**config.mk**
```make
export PLATFORM = sky130hd
export DESIGN_NAME = qdm_regbank
export DESIGN_NICKNAME = d
export VERILOG_FILES = /design/src/inc/qdm_pkg.sv /design/src/qdm_regbank.sv
export SDC_FILE = /design/constraint.sdc
export NUM_CORES = 1
export LEC_CHECK = 0
export ABC_CLOCK_PERIOD_IN_PS = 11600
export BUFFER_PORTS_ARGS = -buffer_cell sky130_fd_sc_hd__buf_2
export CAP_MARGIN = 10
export CORE_ASPECT_RATIO = 0.6
export CORE_MARGIN = 8
export CORE_UTILIZATION = 45
export CTS_CLUSTER_DIAMETER = 30
export DETAILED_ROUTE_END_ITERATION = 7
export GPL_TIMING_DRIVEN = 0
export PLACE_DENSITY = 0.83
export SYNTH_ARGS = -nofsm -noshare
export SYNTH_HDL_FRONTEND = slang
export SYNTH_SLANG_ARGS = --single-unit
```
**constraint.sdc**
```tcl
create_clock -name core_clk -period 11.6 [get_ports core_clk]
set_input_delay 1.74 -clock core_clk [delete_from_list [all_inputs] [get_ports core_clk]]
set_output_delay 1.74 -clock core_clk [all_outputs]
set_load 0.005 [all_outputs]
```
**src/inc/qdm_pkg.sv**
```systemverilog
package qdm_pkg;

   localparam int QDM_NCH = 4;

   // serial (I2C / SPI) register addresses
   localparam logic [7:0] QDM_ADDR_NOP = 8'h00;
   localparam logic [7:0] QDM_ADDR_HI [QDM_NCH] = '{8'h01, 8'h07, 8'h0D, 8'h13};
   localparam logic [7:0] QDM_ADDR_LO [QDM_NCH] = '{8'h02, 8'h08, 8'h0E, 8'h14};
   localparam logic [7:0] QDM_ADDR_CFG [QDM_NCH] = '{8'h03, 8'h09, 8'h0F, 8'h15};

   // paged PMBus space
   localparam logic [7:0] QDM_PAGE_COMMON = 8'hFF;
   localparam logic [7:0] QDM_PAGE_LAST_CH = 8'h03;
   localparam logic [7:0] QDM_CMD_NOP = 8'hD0;
   localparam logic [7:0] QDM_CMD_HI = 8'h25;
   localparam logic [7:0] QDM_CMD_LO = 8'h26;
   localparam logic [7:0] QDM_CMD_CFG [QDM_NCH] = '{8'hD1, 8'hD5, 8'hD9, 8'hDD};

   // field layout
   localparam logic [15:0] QDM_NOP_VALUE = 16'h0000;
   localparam logic [15:0] QDM_MARGIN_MASK_12 = 16'hFFF0;
   localparam logic [15:0] QDM_MARGIN_MASK_10 = 16'hFFC0;
   localparam logic [15:0] QDM_CFG_MASK = 16'h1C1F;
   localparam int QDM_GAIN_MSB = 12;
   localparam int QDM_GAIN_LSB = 10;
   localparam logic [2:0] QDM_GAIN_EXT_REF = 3'h0;
   localparam logic [15:0] QDM_REG_RESET = 16'h0000;

   typedef struct packed {
      logic valid;
      logic write;
      logic pmbus;
      logic [7:0] page;
      logic [7:0] addr;
      logic [15:0] wdata;
   } qdm_req_t;

   typedef struct packed {
      logic [15:0] hi;
      logic [15:0] lo;
      logic [15:0] cfg;
   } qdm_chan_t;

   typedef struct packed {
      logic valid;
      logic err;
      logic [15:0] rdata;
   } qdm_rsp_t;

endpackage

```
**src/qdm_regbank.sv**
```systemverilog
// What this block does
// - address zero is a read-only word reading all zero, writes ignored
// - upper margin code sits in bits 15..4, read/write, resets to zero
// - lower margin code sits in bits 15..4, read/write, resets to zero
// - 10-bit variant keeps upper code in bits 15..6; bits 5..4 ignored
// - 10-bit variant keeps lower code in bits 15..6; bits 5..4 ignored
// - upper margin registers at serial addresses 01h, 07h, 0Dh, 13h
// - lower margin registers at serial addresses 02h, 08h, 0Eh, 14h
// - PMBus command 25h on page equal to channel reaches upper margin
// - PMBus command 26h on page equal to channel reaches lower margin
// - gain/comparator setup at serial 03h, 09h, 0Fh, 15h, reset zero
// - gain/comparator setup on page FFh, commands D1h, D5h, D9h, DDh
// - gain field bits 12..10 code 000 selects external reference unity gain
`timescale 1ns/10ps
`default_nettype none

module qdm_regbank
   import qdm_pkg::*;
#(
   parameter int RES_BITS = 12
)
(
   input wire logic core_clk,
   input wire logic rst,
   input wire qdm_req_t req,
   output qdm_rsp_t rsp_q,
   output qdm_chan_t [QDM_NCH-1:0] chan_q,
   output logic [QDM_NCH-1:0] ext_ref_q
);

   // 10-bit parts drop the two lowest code bits of the margin field
   localparam logic [15:0] MARGIN_MASK = (RES_BITS == 10) ? QDM_MARGIN_MASK_10
                                                          : QDM_MARGIN_MASK_12;

   logic sel_nop;
   logic [QDM_NCH-1:0] sel_hi;
   logic [QDM_NCH-1:0] sel_lo;
   logic [QDM_NCH-1:0] sel_cfg;
   logic hit;
   logic do_wr;
   qdm_rsp_t rsp_d;
   qdm_chan_t chan_d [QDM_NCH];
   logic ext_ref_d [QDM_NCH];

   // address decode, both address spaces share one register set
   always_comb
   begin
      sel_nop = 1'b0;
      sel_hi = '0;
      sel_lo = '0;
      sel_cfg = '0;
      if (req.pmbus)
      begin
         sel_nop = (req.page == QDM_PAGE_COMMON) && (req.addr == QDM_CMD_NOP);
         for (int i = 0; i < QDM_NCH; i++)
         begin
            sel_hi[i] = (req.page == 8'(i)) && (req.addr == QDM_CMD_HI);
            sel_lo[i] = (req.page == 8'(i)) && (req.addr == QDM_CMD_LO);
            sel_cfg[i] = (req.page == QDM_PAGE_COMMON) && (req.addr == QDM_CMD_CFG[i]);
         end
      end
      else
      begin
         sel_nop = (req.addr == QDM_ADDR_NOP);
         for (int i = 0; i < QDM_NCH; i++)
         begin
            sel_hi[i] = (req.addr == QDM_ADDR_HI[i]);
            sel_lo[i] = (req.addr == QDM_ADDR_LO[i]);
            sel_cfg[i] = (req.addr == QDM_ADDR_CFG[i]);
         end
      end
      hit = sel_nop | (|sel_hi) | (|sel_lo) | (|sel_cfg);
      do_wr = req.valid && req.write;
   end

   // read path; every taken request is answered one cycle later
   always_comb
   begin
      rsp_d = '0;
      if (req.valid)
      begin
         rsp_d.valid = 1'b1;
         rsp_d.err = !hit;
         if (!req.write)
         begin
            rsp_d.rdata = QDM_NOP_VALUE;
            for (int i = 0; i < QDM_NCH; i++)
            begin
               if (sel_hi[i])
                  rsp_d.rdata = chan_q[i].hi;
               if (sel_lo[i])
                  rsp_d.rdata = chan_q[i].lo;
               if (sel_cfg[i])
                  rsp_d.rdata = chan_q[i].cfg;
            end
         end
      end
   end

   always_ff @(posedge core_clk or posedge rst)
   begin
      if (rst)
         rsp_q <= '0;
      else
         rsp_q <= rsp_d;
   end

   genvar g;
   generate
      for (g = 0; g < QDM_NCH; g++)
      begin : g_ch
         always_comb
         begin
            chan_d[g] = chan_q[g];
            if (do_wr && sel_hi[g])
               chan_d[g].hi = req.wdata & MARGIN_MASK;
            if (do_wr && sel_lo[g])
               chan_d[g].lo = req.wdata & MARGIN_MASK;
            if (do_wr && sel_cfg[g])
               chan_d[g].cfg = req.wdata & QDM_CFG_MASK;
            // external reference at gain code 000
            ext_ref_d[g] = (chan_d[g].cfg[QDM_GAIN_MSB:QDM_GAIN_LSB] == QDM_GAIN_EXT_REF);
         end

         always_ff @(posedge core_clk or posedge rst)
         begin
            if (rst)
            begin
               chan_q[g] <= {QDM_REG_RESET, QDM_REG_RESET, QDM_REG_RESET};
               ext_ref_q[g] <= 1'b1;
            end
            else
            begin
               chan_q[g] <= chan_d[g];
               ext_ref_q[g] <= ext_ref_d[g];
            end
         end

         property p_hi_ser_wr;
            @(posedge core_clk) disable iff (rst)
            (req.valid && req.write && !req.pmbus && req.addr == QDM_ADDR_HI[g])
            |=> (chan_q[g].hi == ($past(req.wdata) & MARGIN_MASK));
         endproperty
         a_hi_ser_wr: assert property (p_hi_ser_wr)
            else $error("upper margin serial write not stored");

         property p_lo_ser_wr;
            @(posedge core_clk) disable iff (rst)
            (req.valid && req.write && !req.pmbus && req.addr == QDM_ADDR_LO[g])
            |=> (chan_q[g].lo == ($past(req.wdata) & MARGIN_MASK));
         endproperty
         a_lo_ser_wr: assert property (p_lo_ser_wr)
            else $error("lower margin serial write not stored");

         property p_hi_pm_wr;
            @(posedge core_clk) disable iff (rst)
            (req.valid && req.write && req.pmbus && req.page == 8'(g) && req.addr == QDM_CMD_HI)
            |=> (chan_q[g].hi == ($past(req.wdata) & MARGIN_MASK));
         endproperty
         a_hi_pm_wr: assert property (p_hi_pm_wr)
            else $error("upper margin paged write not stored");

         property p_lo_pm_wr;
            @(posedge core_clk) disable iff (rst)
            (req.valid && req.write && req.pmbus && req.page == 8'(g) && req.addr == QDM_CMD_LO)
            |=> (chan_q[g].lo == ($past(req.wdata) & MARGIN_MASK));
         endproperty
         a_lo_pm_wr: assert property (p_lo_pm_wr)
            else $error("lower margin paged write not stored");

         property p_cfg_ser_wr;
            @(posedge core_clk) disable iff (rst)
            (req.valid && req.write && !req.pmbus && req.addr == QDM_ADDR_CFG[g])
            |=> (chan_q[g].cfg == ($past(req.wdata) & QDM_CFG_MASK));
         endproperty
         a_cfg_ser_wr: assert property (p_cfg_ser_wr)
            else $error("setup serial write not stored");

         property p_cfg_pm_wr;
            @(posedge core_clk) disable iff (rst)
            (req.valid && req.write && req.pmbus && req.page == QDM_PAGE_COMMON
             && req.addr == QDM_CMD_CFG[g])
            |=> (chan_q[g].cfg == ($past(req.wdata) & QDM_CFG_MASK));
         endproperty
         a_cfg_pm_wr: assert property (p_cfg_pm_wr)
            else $error("setup paged write not stored");

         property p_dontcare_zero;
            @(posedge core_clk) disable iff (rst)
            ((chan_q[g].hi & ~MARGIN_MASK) == 16'h0000)
            && ((chan_q[g].lo & ~MARGIN_MASK) == 16'h0000)
            && ((chan_q[g].cfg & ~QDM_CFG_MASK) == 16'h0000);
         endproperty
         a_dontcare_zero: assert property (p_dontcare_zero)
            else $error("don't-care bits hold nonzero value");

         property p_ext_ref;
            @(posedge core_clk) disable iff (rst)
            ext_ref_q[g] == (chan_q[g].cfg[QDM_GAIN_MSB:QDM_GAIN_LSB] == QDM_GAIN_EXT_REF);
         endproperty
         a_ext_ref: assert property (p_ext_ref)
            else $error("external reference flag disagrees with gain field");

         property p_hi_rd;
            @(posedge core_clk) disable iff (rst)
            (req.valid && !req.write && !req.pmbus && req.addr == QDM_ADDR_HI[g])
            |=> (rsp_q.valid && !rsp_q.err && rsp_q.rdata == $past(chan_q[g].hi));
         endproperty
         a_hi_rd: assert property (p_hi_rd)
            else $error("upper margin read returned wrong value");

         property p_lo_rd;
            @(posedge core_clk) disable iff (rst)
            (req.valid && !req.write && req.pmbus && req.page == 8'(g) && req.addr == QDM_CMD_LO)
            |=> (rsp_q.valid && rsp_q.rdata == $past(chan_q[g].lo));
         endproperty
         a_lo_rd: assert property (p_lo_rd)
            else $error("lower margin read returned wrong value");

         property p_lo_ser_rd;
            @(posedge core_clk) disable iff (rst)
            (req.valid && !req.write && !req.pmbus && req.addr == QDM_ADDR_LO[g])
            |=> (rsp_q.valid && !rsp_q.err && rsp_q.rdata == $past(chan_q[g].lo));
         endproperty
         a_lo_ser_rd: assert property (p_lo_ser_rd)
            else $error("lower margin serial read returned wrong value");

         property p_hi_pm_rd;
            @(posedge core_clk) disable iff (rst)
            (req.valid && !req.write && req.pmbus && req.page == 8'(g) && req.addr == QDM_CMD_HI)
            |=> (rsp_q.valid && !rsp_q.err && rsp_q.rdata == $past(chan_q[g].hi));
         endproperty
         a_hi_pm_rd: assert property (p_hi_pm_rd)
            else $error("upper margin paged read returned wrong value");

         property p_cfg_ser_rd;
            @(posedge core_clk) disable iff (rst)
            (req.valid && !req.write && !req.pmbus && req.addr == QDM_ADDR_CFG[g])
            |=> (rsp_q.valid && !rsp_q.err && rsp_q.rdata == $past(chan_q[g].cfg));
         endproperty
         a_cfg_ser_rd: assert property (p_cfg_ser_rd)
            else $error("setup serial read returned wrong value");

         property p_cfg_pm_rd;
            @(posedge core_clk) disable iff (rst)
            (req.valid && !req.write && req.pmbus && req.page == QDM_PAGE_COMMON
             && req.addr == QDM_CMD_CFG[g])
            |=> (rsp_q.valid && !rsp_q.err && rsp_q.rdata == $past(chan_q[g].cfg));
         endproperty
         a_cfg_pm_rd: assert property (p_cfg_pm_rd)
            else $error("setup paged read returned wrong value");
      end
   endgenerate

   property p_nop_rd;
      @(posedge core_clk) disable iff (rst)
      (req.valid && !req.write && !req.pmbus && req.addr == QDM_ADDR_NOP)
      |=> (rsp_q.valid && !rsp_q.err && rsp_q.rdata == 16'h0000);
   endproperty
   a_nop_rd: assert property (p_nop_rd)
      else $error("no-operation word did not read zero");

   property p_nop_pm_rd;
      @(posedge core_clk) disable iff (rst)
      (req.valid && !req.write && req.pmbus && req.page == QDM_PAGE_COMMON
       && req.addr == QDM_CMD_NOP)
      |=> (rsp_q.valid && !rsp_q.err && rsp_q.rdata == 16'h0000);
   endproperty
   a_nop_pm_rd: assert property (p_nop_pm_rd)
      else $error("paged no-operation word did not read zero");

   property p_nop_wr_inert;
      @(posedge core_clk) disable iff (rst)
      (req.valid && req.write && !req.pmbus && req.addr == QDM_ADDR_NOP)
      |=> (chan_q == $past(chan_q));
   endproperty
   a_nop_wr_inert: assert property (p_nop_wr_inert)
      else $error("write to no-operation word changed state");

   property p_unmapped;
      @(posedge core_clk) disable iff (rst)
      (req.valid && !hit) |=> (rsp_q.valid && rsp_q.err && rsp_q.rdata == 16'h0000);
   endproperty
   a_unmapped: assert property (p_unmapped)
      else $error("unmapped access not flagged");

   c_pm_hi_rd: cover property (@(posedge core_clk) disable iff (rst)
      req.valid && !req.write && req.pmbus && req.page == QDM_PAGE_LAST_CH
      && req.addr == QDM_CMD_HI);
   c_cfg_wr_gain: cover property (@(posedge core_clk) disable iff (rst)
      $fell(ext_ref_q[0]));
   c_wr_then_rd: cover property (@(posedge core_clk) disable iff (rst)
      (req.valid && req.write && sel_lo[2]) ##1 (req.valid && !req.write && sel_lo[2]));
   c_unmapped: cover property (@(posedge core_clk) disable iff (rst)
      rsp_q.valid && rsp_q.err);

endmodule // qdm_regbank

`default_nettype wire

```
==> results.json, run 1 <==
{
  "io_buffers": 184,
  "cts_sinks": 150,
  "path_class": "in2reg",
  "synthTopCellsByCount": "146 x dfrtp_1, 122 x mux2_2, 70 x buf_4, 32 x nand2_1",
  "p_per_area_mw_per_mm2": 122,
  "synth_compound_area_frac": 0.113,
  "grt_overflow": 0,
  "crit_family": "simple AND/OR/NAND/NOR gates",
  "post-cts-setup-buffers": 0,
  "die_w_um": 184,
  "p_switching_w": 0.000286,
  "clock_latency_ns": 0.43,
  "muxShareOfSynthArea": 0.196,
  "cts_buffers": 17,
  "cp_num_buf_inv": 2,
  "initial_core_util": 0.463,
  "critical_path.max_stage_delay_ns": 0.76,
  "finalCritPeriodShare": 0.370,
  "syn_avg_cell_area_um2": 12.0,
  "ant_nets": 0,
  "tritoncts": "done",
  "crit_fanout": 10,
  "combPwrFrac": 0.078,
  "postSynthCellCount": 632,
  "post_dp_cell_area_mm2": 0.00905,
  "layout-drive-gt1-share": 0.496,
  "grt_max_degree": 91,
  "fin_skew_ns": 0.00957,
  "fin_crit_ns": 4.30,
  "worst_pin_slew_ns": 1.10,
  "via_count": 6363,
  "synth_top_family_by_area": "multiplexers",
  "synth_edf_count": 0,
  "yosysSeqAreaShare": 0.496,
  "crit_chain": "buf_2, nor4b_4, nand4_1, o21ai_1, nand2_1, clkbuf_1, mux2_2",
  "setup_viol": 0,
  "synth_xor_area_frac": 0,
  "row_count": 36,
  "die_h_um": 117,
  "ys_top_cells_by_area": "dfrtp_1 48%, mux2_2 18%, buf_4 6.9%",
  "outcome": "completed",
  "drtIter0Drc": 819,
  "synth_simple_gate_area_share": 0.105,
  "cts-hold-fix-buffers": 0,
  "slowest_stage": "o21ai_1",
  "area_growth_pct": 27.1,
  "cp.required_ns": 11.91,
  "arrival_ns": 4.61,
  "yosys.area_share.adder": 0,
  "post_cts_resized": 0,
  "synth_top_area_frac": 0.482,
  "drt_wl_total_mm": 27.0,
  "maxCapViolCount": 0,
  "grtUsageTotal": 0.247,
  "clockBufferDepth": 2,
  "finalHoldViolCount": 0,
  "vias_per_cell": 5.58,
  "diodes": 0,
  "ys_types": 75,
  "async_flop_share": 1.00,
  "critPathLaunchType": "primary input",
  "wl_per_cell_um": 23.6,
  "switching_share": 0.244,
  "pwr-share-clk": 0.464,
  "cellLeakagePower_nw": 5.19,
  "fin_nets": 937,
  "grt_setup_unrepaired": "false",
  "clock-root-buffer": "clkbuf_16",
  "grt_pass1_wl_mm": 39.6,
  "yosysMostFrequentCell": "dfrtp_1",
  "place.gp.congestion": 0.974,
  "yosys.area.top_type": "dfrtp_1",
  "ys_seq_elements": 150,
  "die_area_mm2": 0.0214,
  "hold_class": "reg2reg",
  "h-tree-depth": 4,
  "timing.fmax_mhz": 233,
  "fin_area_mm2": 0.00963,
  "boundaryPins": 251,
  "clk_pin_slew_ns": 0.06,
  "core_mm2": 0.0164,
  "drc": 0,
  "yosysWarnings": 0,
  "setup_tns_ns": 0,
  "antenna_found_initial": 0,
  "dr.pass1.iters": 6,
  "max_slew_margin": 0.263,
  "netlist_area_mm2": 0.00758,
  "dp_hpwl_mm": 19.9,
  "peakVddDrop_mv": 0.111,
  "end_kind": "register",
  "synth-main-ff-cell": "dfrtp_1",
  "seq_power_share": 0.457,
  "drv_slew": 0,
  "grt_pass1_vias": 6400,
  "p_int_w": 0.000889
}
## final cells by class
class                           count  area (µm²)
Timing Repair Buffer              186         953
Clock inverter                     12         128
Sequential cell                   150        3760
Inverter                            8        35.0
Buffer                             94         652
Clock buffer                       20         447
Tap cell                          228         285
Fill cell                        1369        6720
Multi-Input combinational cell    443        3370
## state kept, by name, summed over array words and instances (netlist names)
register / count
ext_ref_q: 4
rsp_q: 18
chan_q: 128
## logic make-up after synthesis
family / count (synthesis)
other cells: 1
compound gates: 115
flops: 150
simple gates: 133
buf+inv: 102
mux: 131
## worst reg2reg max path, stage by stage, from the launching register on
cell and delay (ns):
dfrtp_1 0.40, a22oi_1 0.23, o22ai_1 0.11, a32oi_1 0.19, o211ai_1 0.15, a2111oi_0 0.42
a211oi_1 0.15
## through the flow
step / hold slack [ns] / utilization / instances / total power [W] / setup WS [ns]
after floorplan: 0.505 / - / 695 / 0.000599 / 5.83
after global placement: 0.491 / 0.552 / 1107 / 0.000633 / 4.21
after detailed placement: 0.511 / 0.554 / 1108 / 0.000635 / 7.03
after CTS: 0.522 / 0.589 / 1140 / 0.00117 / 7.46
after global routing: 0.534 / 0.589 / 1141 / 0.00121 / 7.33
final: 0.522 / 0.589 / 1141 / 0.00118 / 7.30
## final timing paths
kind | from | end | slack (ns) | depth (start not counted)
max | req[29] | chan_q[68] | 7.30 | 7
min | chan_q[175] | chan_q[175] | 0.52 | 1
max reg2reg | chan_q[43] | rsp_q[11] | 9.79 | 6
min reg2reg | chan_q[175] | chan_q[175] | 0.52 | 1
max in group asynchronous | rst | ext_ref_q[0] | 9.35 | 3
min in group asynchronous | rst | rsp_q[8] | 1.38 | 2
## metal layers
| metal | routed length, µm | part of all wire | vias to the layer above | global-route usage |
|---|---|---|---|---|
| met3 | 3610 | 0.13 | 38 | 0.102 |
| met5 | 0 | 0 | - | 0 |
| met2 | 12000 | 0.44 | 404 | 0.367 |
| li1 | - | - | 2747 | - |
| met4 | 392 | 0.015 | 0 | 0.0707 |
| met1 | 11000 | 0.41 | 3174 | 0.326 |
## placed cells by master (no fill, tap or decap), drive strengths merged, types with 3 or more instances in the layout
master,Yosys,final
clkbuf,13,33
o41ai,3,3
a31oi,5,5
a222oi,4,4
nor3b,3,3
a21oi,24,24
nor3,12,12
clkinv,1,6
inv,7,8
nand4,12,12
o22ai,6,6
and4,3,3
and2,8,8
nand2,37,37
clkinvlp,0,4
and3,5,5
mux2,129,129
a221oi,8,8
dfstp,4,4
a211oi,7,7
a2111oi,3,3
o21ai,19,19
dfrtp,146,146
nand2b,3,3
nor2,14,14
conb,1,64
buf,81,267
a22oi,14,14
nand3,23,23
nor4b,3,3
a22o,4,4
## power by group through the flow
| stage | combinational (W) | sequential, W | clock [W] |
|---|---|---|---|
| after floorplan | 0.0000522 | 0.000547 | 0 |
| after global placement | 0.0000866 | 0.000546 | 0 |
| after detailed placement | 0.0000886 | 0.000547 | 0 |
| after CTS | 0.0000889 | 0.000537 | 0.000546 |
| after global routing | 0.000100 | 0.000538 | 0.000570 |
| final | 0.0000919 | 0.000537 | 0.000546 |
Note: power is estimated with default switching activity, not from simulation.
==> run 2, diff against run 1 <==
--- a/config.mk
+++ b/config.mk
@@ -5,7 +5,7 @@
 export SDC_FILE = /design/constraint.sdc
 export NUM_CORES = 1
 export LEC_CHECK = 0
-export ABC_CLOCK_PERIOD_IN_PS = 11600
+export ABC_CLOCK_PERIOD_IN_PS = 3600
 export BUFFER_PORTS_ARGS = -buffer_cell sky130_fd_sc_hd__buf_2
 export CAP_MARGIN = 10
 export CORE_ASPECT_RATIO = 0.6
@@ -14,7 +14,7 @@
 export CTS_CLUSTER_DIAMETER = 30
 export DETAILED_ROUTE_END_ITERATION = 7
 export GPL_TIMING_DRIVEN = 0
-export PLACE_DENSITY = 0.83
+export PLACE_DENSITY = 0.86
 export SYNTH_ARGS = -nofsm -noshare
 export SYNTH_HDL_FRONTEND = slang
 export SYNTH_SLANG_ARGS = --single-unit
==> constraint.sdc (replaced) <==
create_clock -name core_clk -period 3.6 [get_ports core_clk]
set_input_delay 0.54 -clock core_clk [delete_from_list [all_inputs] [get_ports core_clk]]
set_output_delay 0.54 -clock core_clk [all_outputs]
set_load 0.005 [all_outputs]
==> results.json, run 2 (synthesis results as in run 1) <==
{
  "outcome": "finished with violations",
  "violations": "design-rule violations",
  "setup_viol": 0,
  "end_kind": "register",
  "tritoncts": "done",
  "die_h_um": 117,
  "row_count": 36,
  "path_class": "in2reg",
  "crit_chain": "buf_2, nor4b_4, nand4_1, a21oi_1, and2_1, buf_2, mux2_2",
  "hold_class": "in2async",
  "cellLeakagePower_nw": 5.25,
  "setup_tns_ns": 0,
  "drc": 4,
  "worst_pin_slew_ns": 1.02,
  "clockBufferDepth": 2,
  "crit_fanout": 10,
  "area_growth_pct": 28.7,
  "grtUsageTotal": 0.247,
  "via_count": 6389,
  "slowest_stage": "a21oi_1",
  "grt_pass1_vias": 6332,
  "grt_max_degree": 44,
  "wl_per_cell_um": 23.8,
  "fin_skew_ns": 0.00619,
  "core_mm2": 0.0164,
  "h-tree-depth": 4,
  "drt_wl_total_mm": 27.2,
  "io_buffers": 184,
  "finalCritPeriodShare": 0.860,
  "fin_crit_ns": 3.10,
  "post_cts_resized": 0,
  "die_area_mm2": 0.0214,
  "layout-drive-gt1-share": 0.497,
  "whs_ns": 0.209,
  "critical_path.max_stage_delay_ns": 0.80,
  "clk_pin_slew_ns": 0.07,
  "diodes": 0,
  "most-common-layout-cells": "192 x buf_2, 146 x dfrtp_1, 122 x mux2_2, 70 x buf_4, 64 x conb_1",
  "layout_commonest_cell": "buf_2",
  "initial_core_util": 0.463,
  "place.gp.congestion": 0.964,
  "final_cells": 1143,
  "antenna_found_initial": 0,
  "finalHoldViolCount": 0,
  "critPathLaunchType": "primary input",
  "peakVddDrop_mv": 0.432,
  "timing.fmax_mhz": 323,
  "p_per_area_mw_per_mm2": 416,
  "dr.pass1.iters": 8,
  "ant_nets": 0,
  "arrival_ns": 3.40,
  "vias_per_cell": 5.59,
  "cts_buffers": 17,
  "maxCapViolCount": 0,
  "drtIter0Drc": 732,
  "grt_setup_unrepaired": "false",
  "drv_slew": 0,
  "clock_latency_ns": 0.42,
  "fin_nets": 939,
  "reg.largest.list": "chan_q (128), rsp_q (18), ext_ref_q (4)",
  "top_register": "chan_q",
  "post-cts-setup-buffers": 0,
  "cp.required_ns": 3.90,
  "largest_reg_flops": 128,
  "dp_hpwl_mm": 20.3,
  "die_w_um": 184,
  "crit_top_cell": "buf_2",
  "cts-hold-fix-buffers": 0,
  "grt_overflow": 0,
  "dpl.cell_count": 1110,
  "grt_pass1_wl_mm": 39.5,
  "clock-root-buffer": "clkbuf_16",
  "boundaryPins": 251,
  "cts_sinks": 150,
  "max_slew_margin": 0.316
}
run 2: changes by cell type in the layout (fill, tap and decap cells not counted):
cell        previous run  this run
bufinv_16              2         5
clkinv_4               1         0
clkinvlp_4             4         1
buf_16                 1         0
clkinv_2               4         1
buf_12                 0         3
clkbuf_8               1         3
inv_6                  2         4
run 2: layout make-up:
| type | count | area, µm² |
|---|---|---|
| multi-input combinational | 443 | 3370 |
| inverter | 8 | 33.8 |
| timing repair buffer | 188 | 986 |
| tap | 228 | 285 |
| buffer | 94 | 652 |
| fill | 1358 | 6600 |
| clock inverter | 10 | 190 |
| clock buffer | 22 | 474 |
| sequential | 150 | 3760 |
run 2: layer usage:
metal | GRT usage | vias up | part of all wire
li1 | - | 2761 | -
met4 | 0.0626 | 0 | 0.012
met3 | 0.106 | 36 | 0.14
met5 | 0 | - | 0
met2 | 0.360 | 420 | 0.44
met1 | 0.333 | 3172 | 0.41
run 2: path summary, 6_finish.rpt:
kind	start	to	slack, ns	cells past startpoint
worst max-delay path	req[29]	chan_q[44]	0.50	7
worst min-delay path	rst	chan_q[168]	0.21	2
worst max register to register	chan_q[43]	rsp_q[11]	1.71	6
worst min register to register	chan_q[119]	chan_q[119]	0.51	1
max in group asynchronous	rst	ext_ref_q[0]	2.10	5
min in group core_clk	req[34]	rsp_q[17]	0.29	1
run 2: power breakdown:
part	switching (W)	leakage, nW	internal [W]
clock network	0.000728	0.326	0.00130
logic	0.000181	2.85	0.000120
registers	0.0000199	2.07	0.00171
run 2: worst max-delay path: cells and delay by family:
family / cells / cell delay, ns
compound gates: 1 / 0.80
buf+inv: 2 / 0.50
mux: 1 / 0.38
simple gates: 3 / 1.16
run 2: metrics by stage:
stage	utilization	cell area (µm²)	worst slack (ns)	power, W
2_1_floorplan	-	7820	1.15	0.00193
3_3_place_gp	0.552	9020	0.241	0.00204
3_5_place_dp	0.556	9080	0.231	0.00205
4_1_cts	0.596	9750	0.654	0.00405
5_1_grt	0.597	9750	0.518	0.00415
6_report	0.597	9750	0.504	0.00406
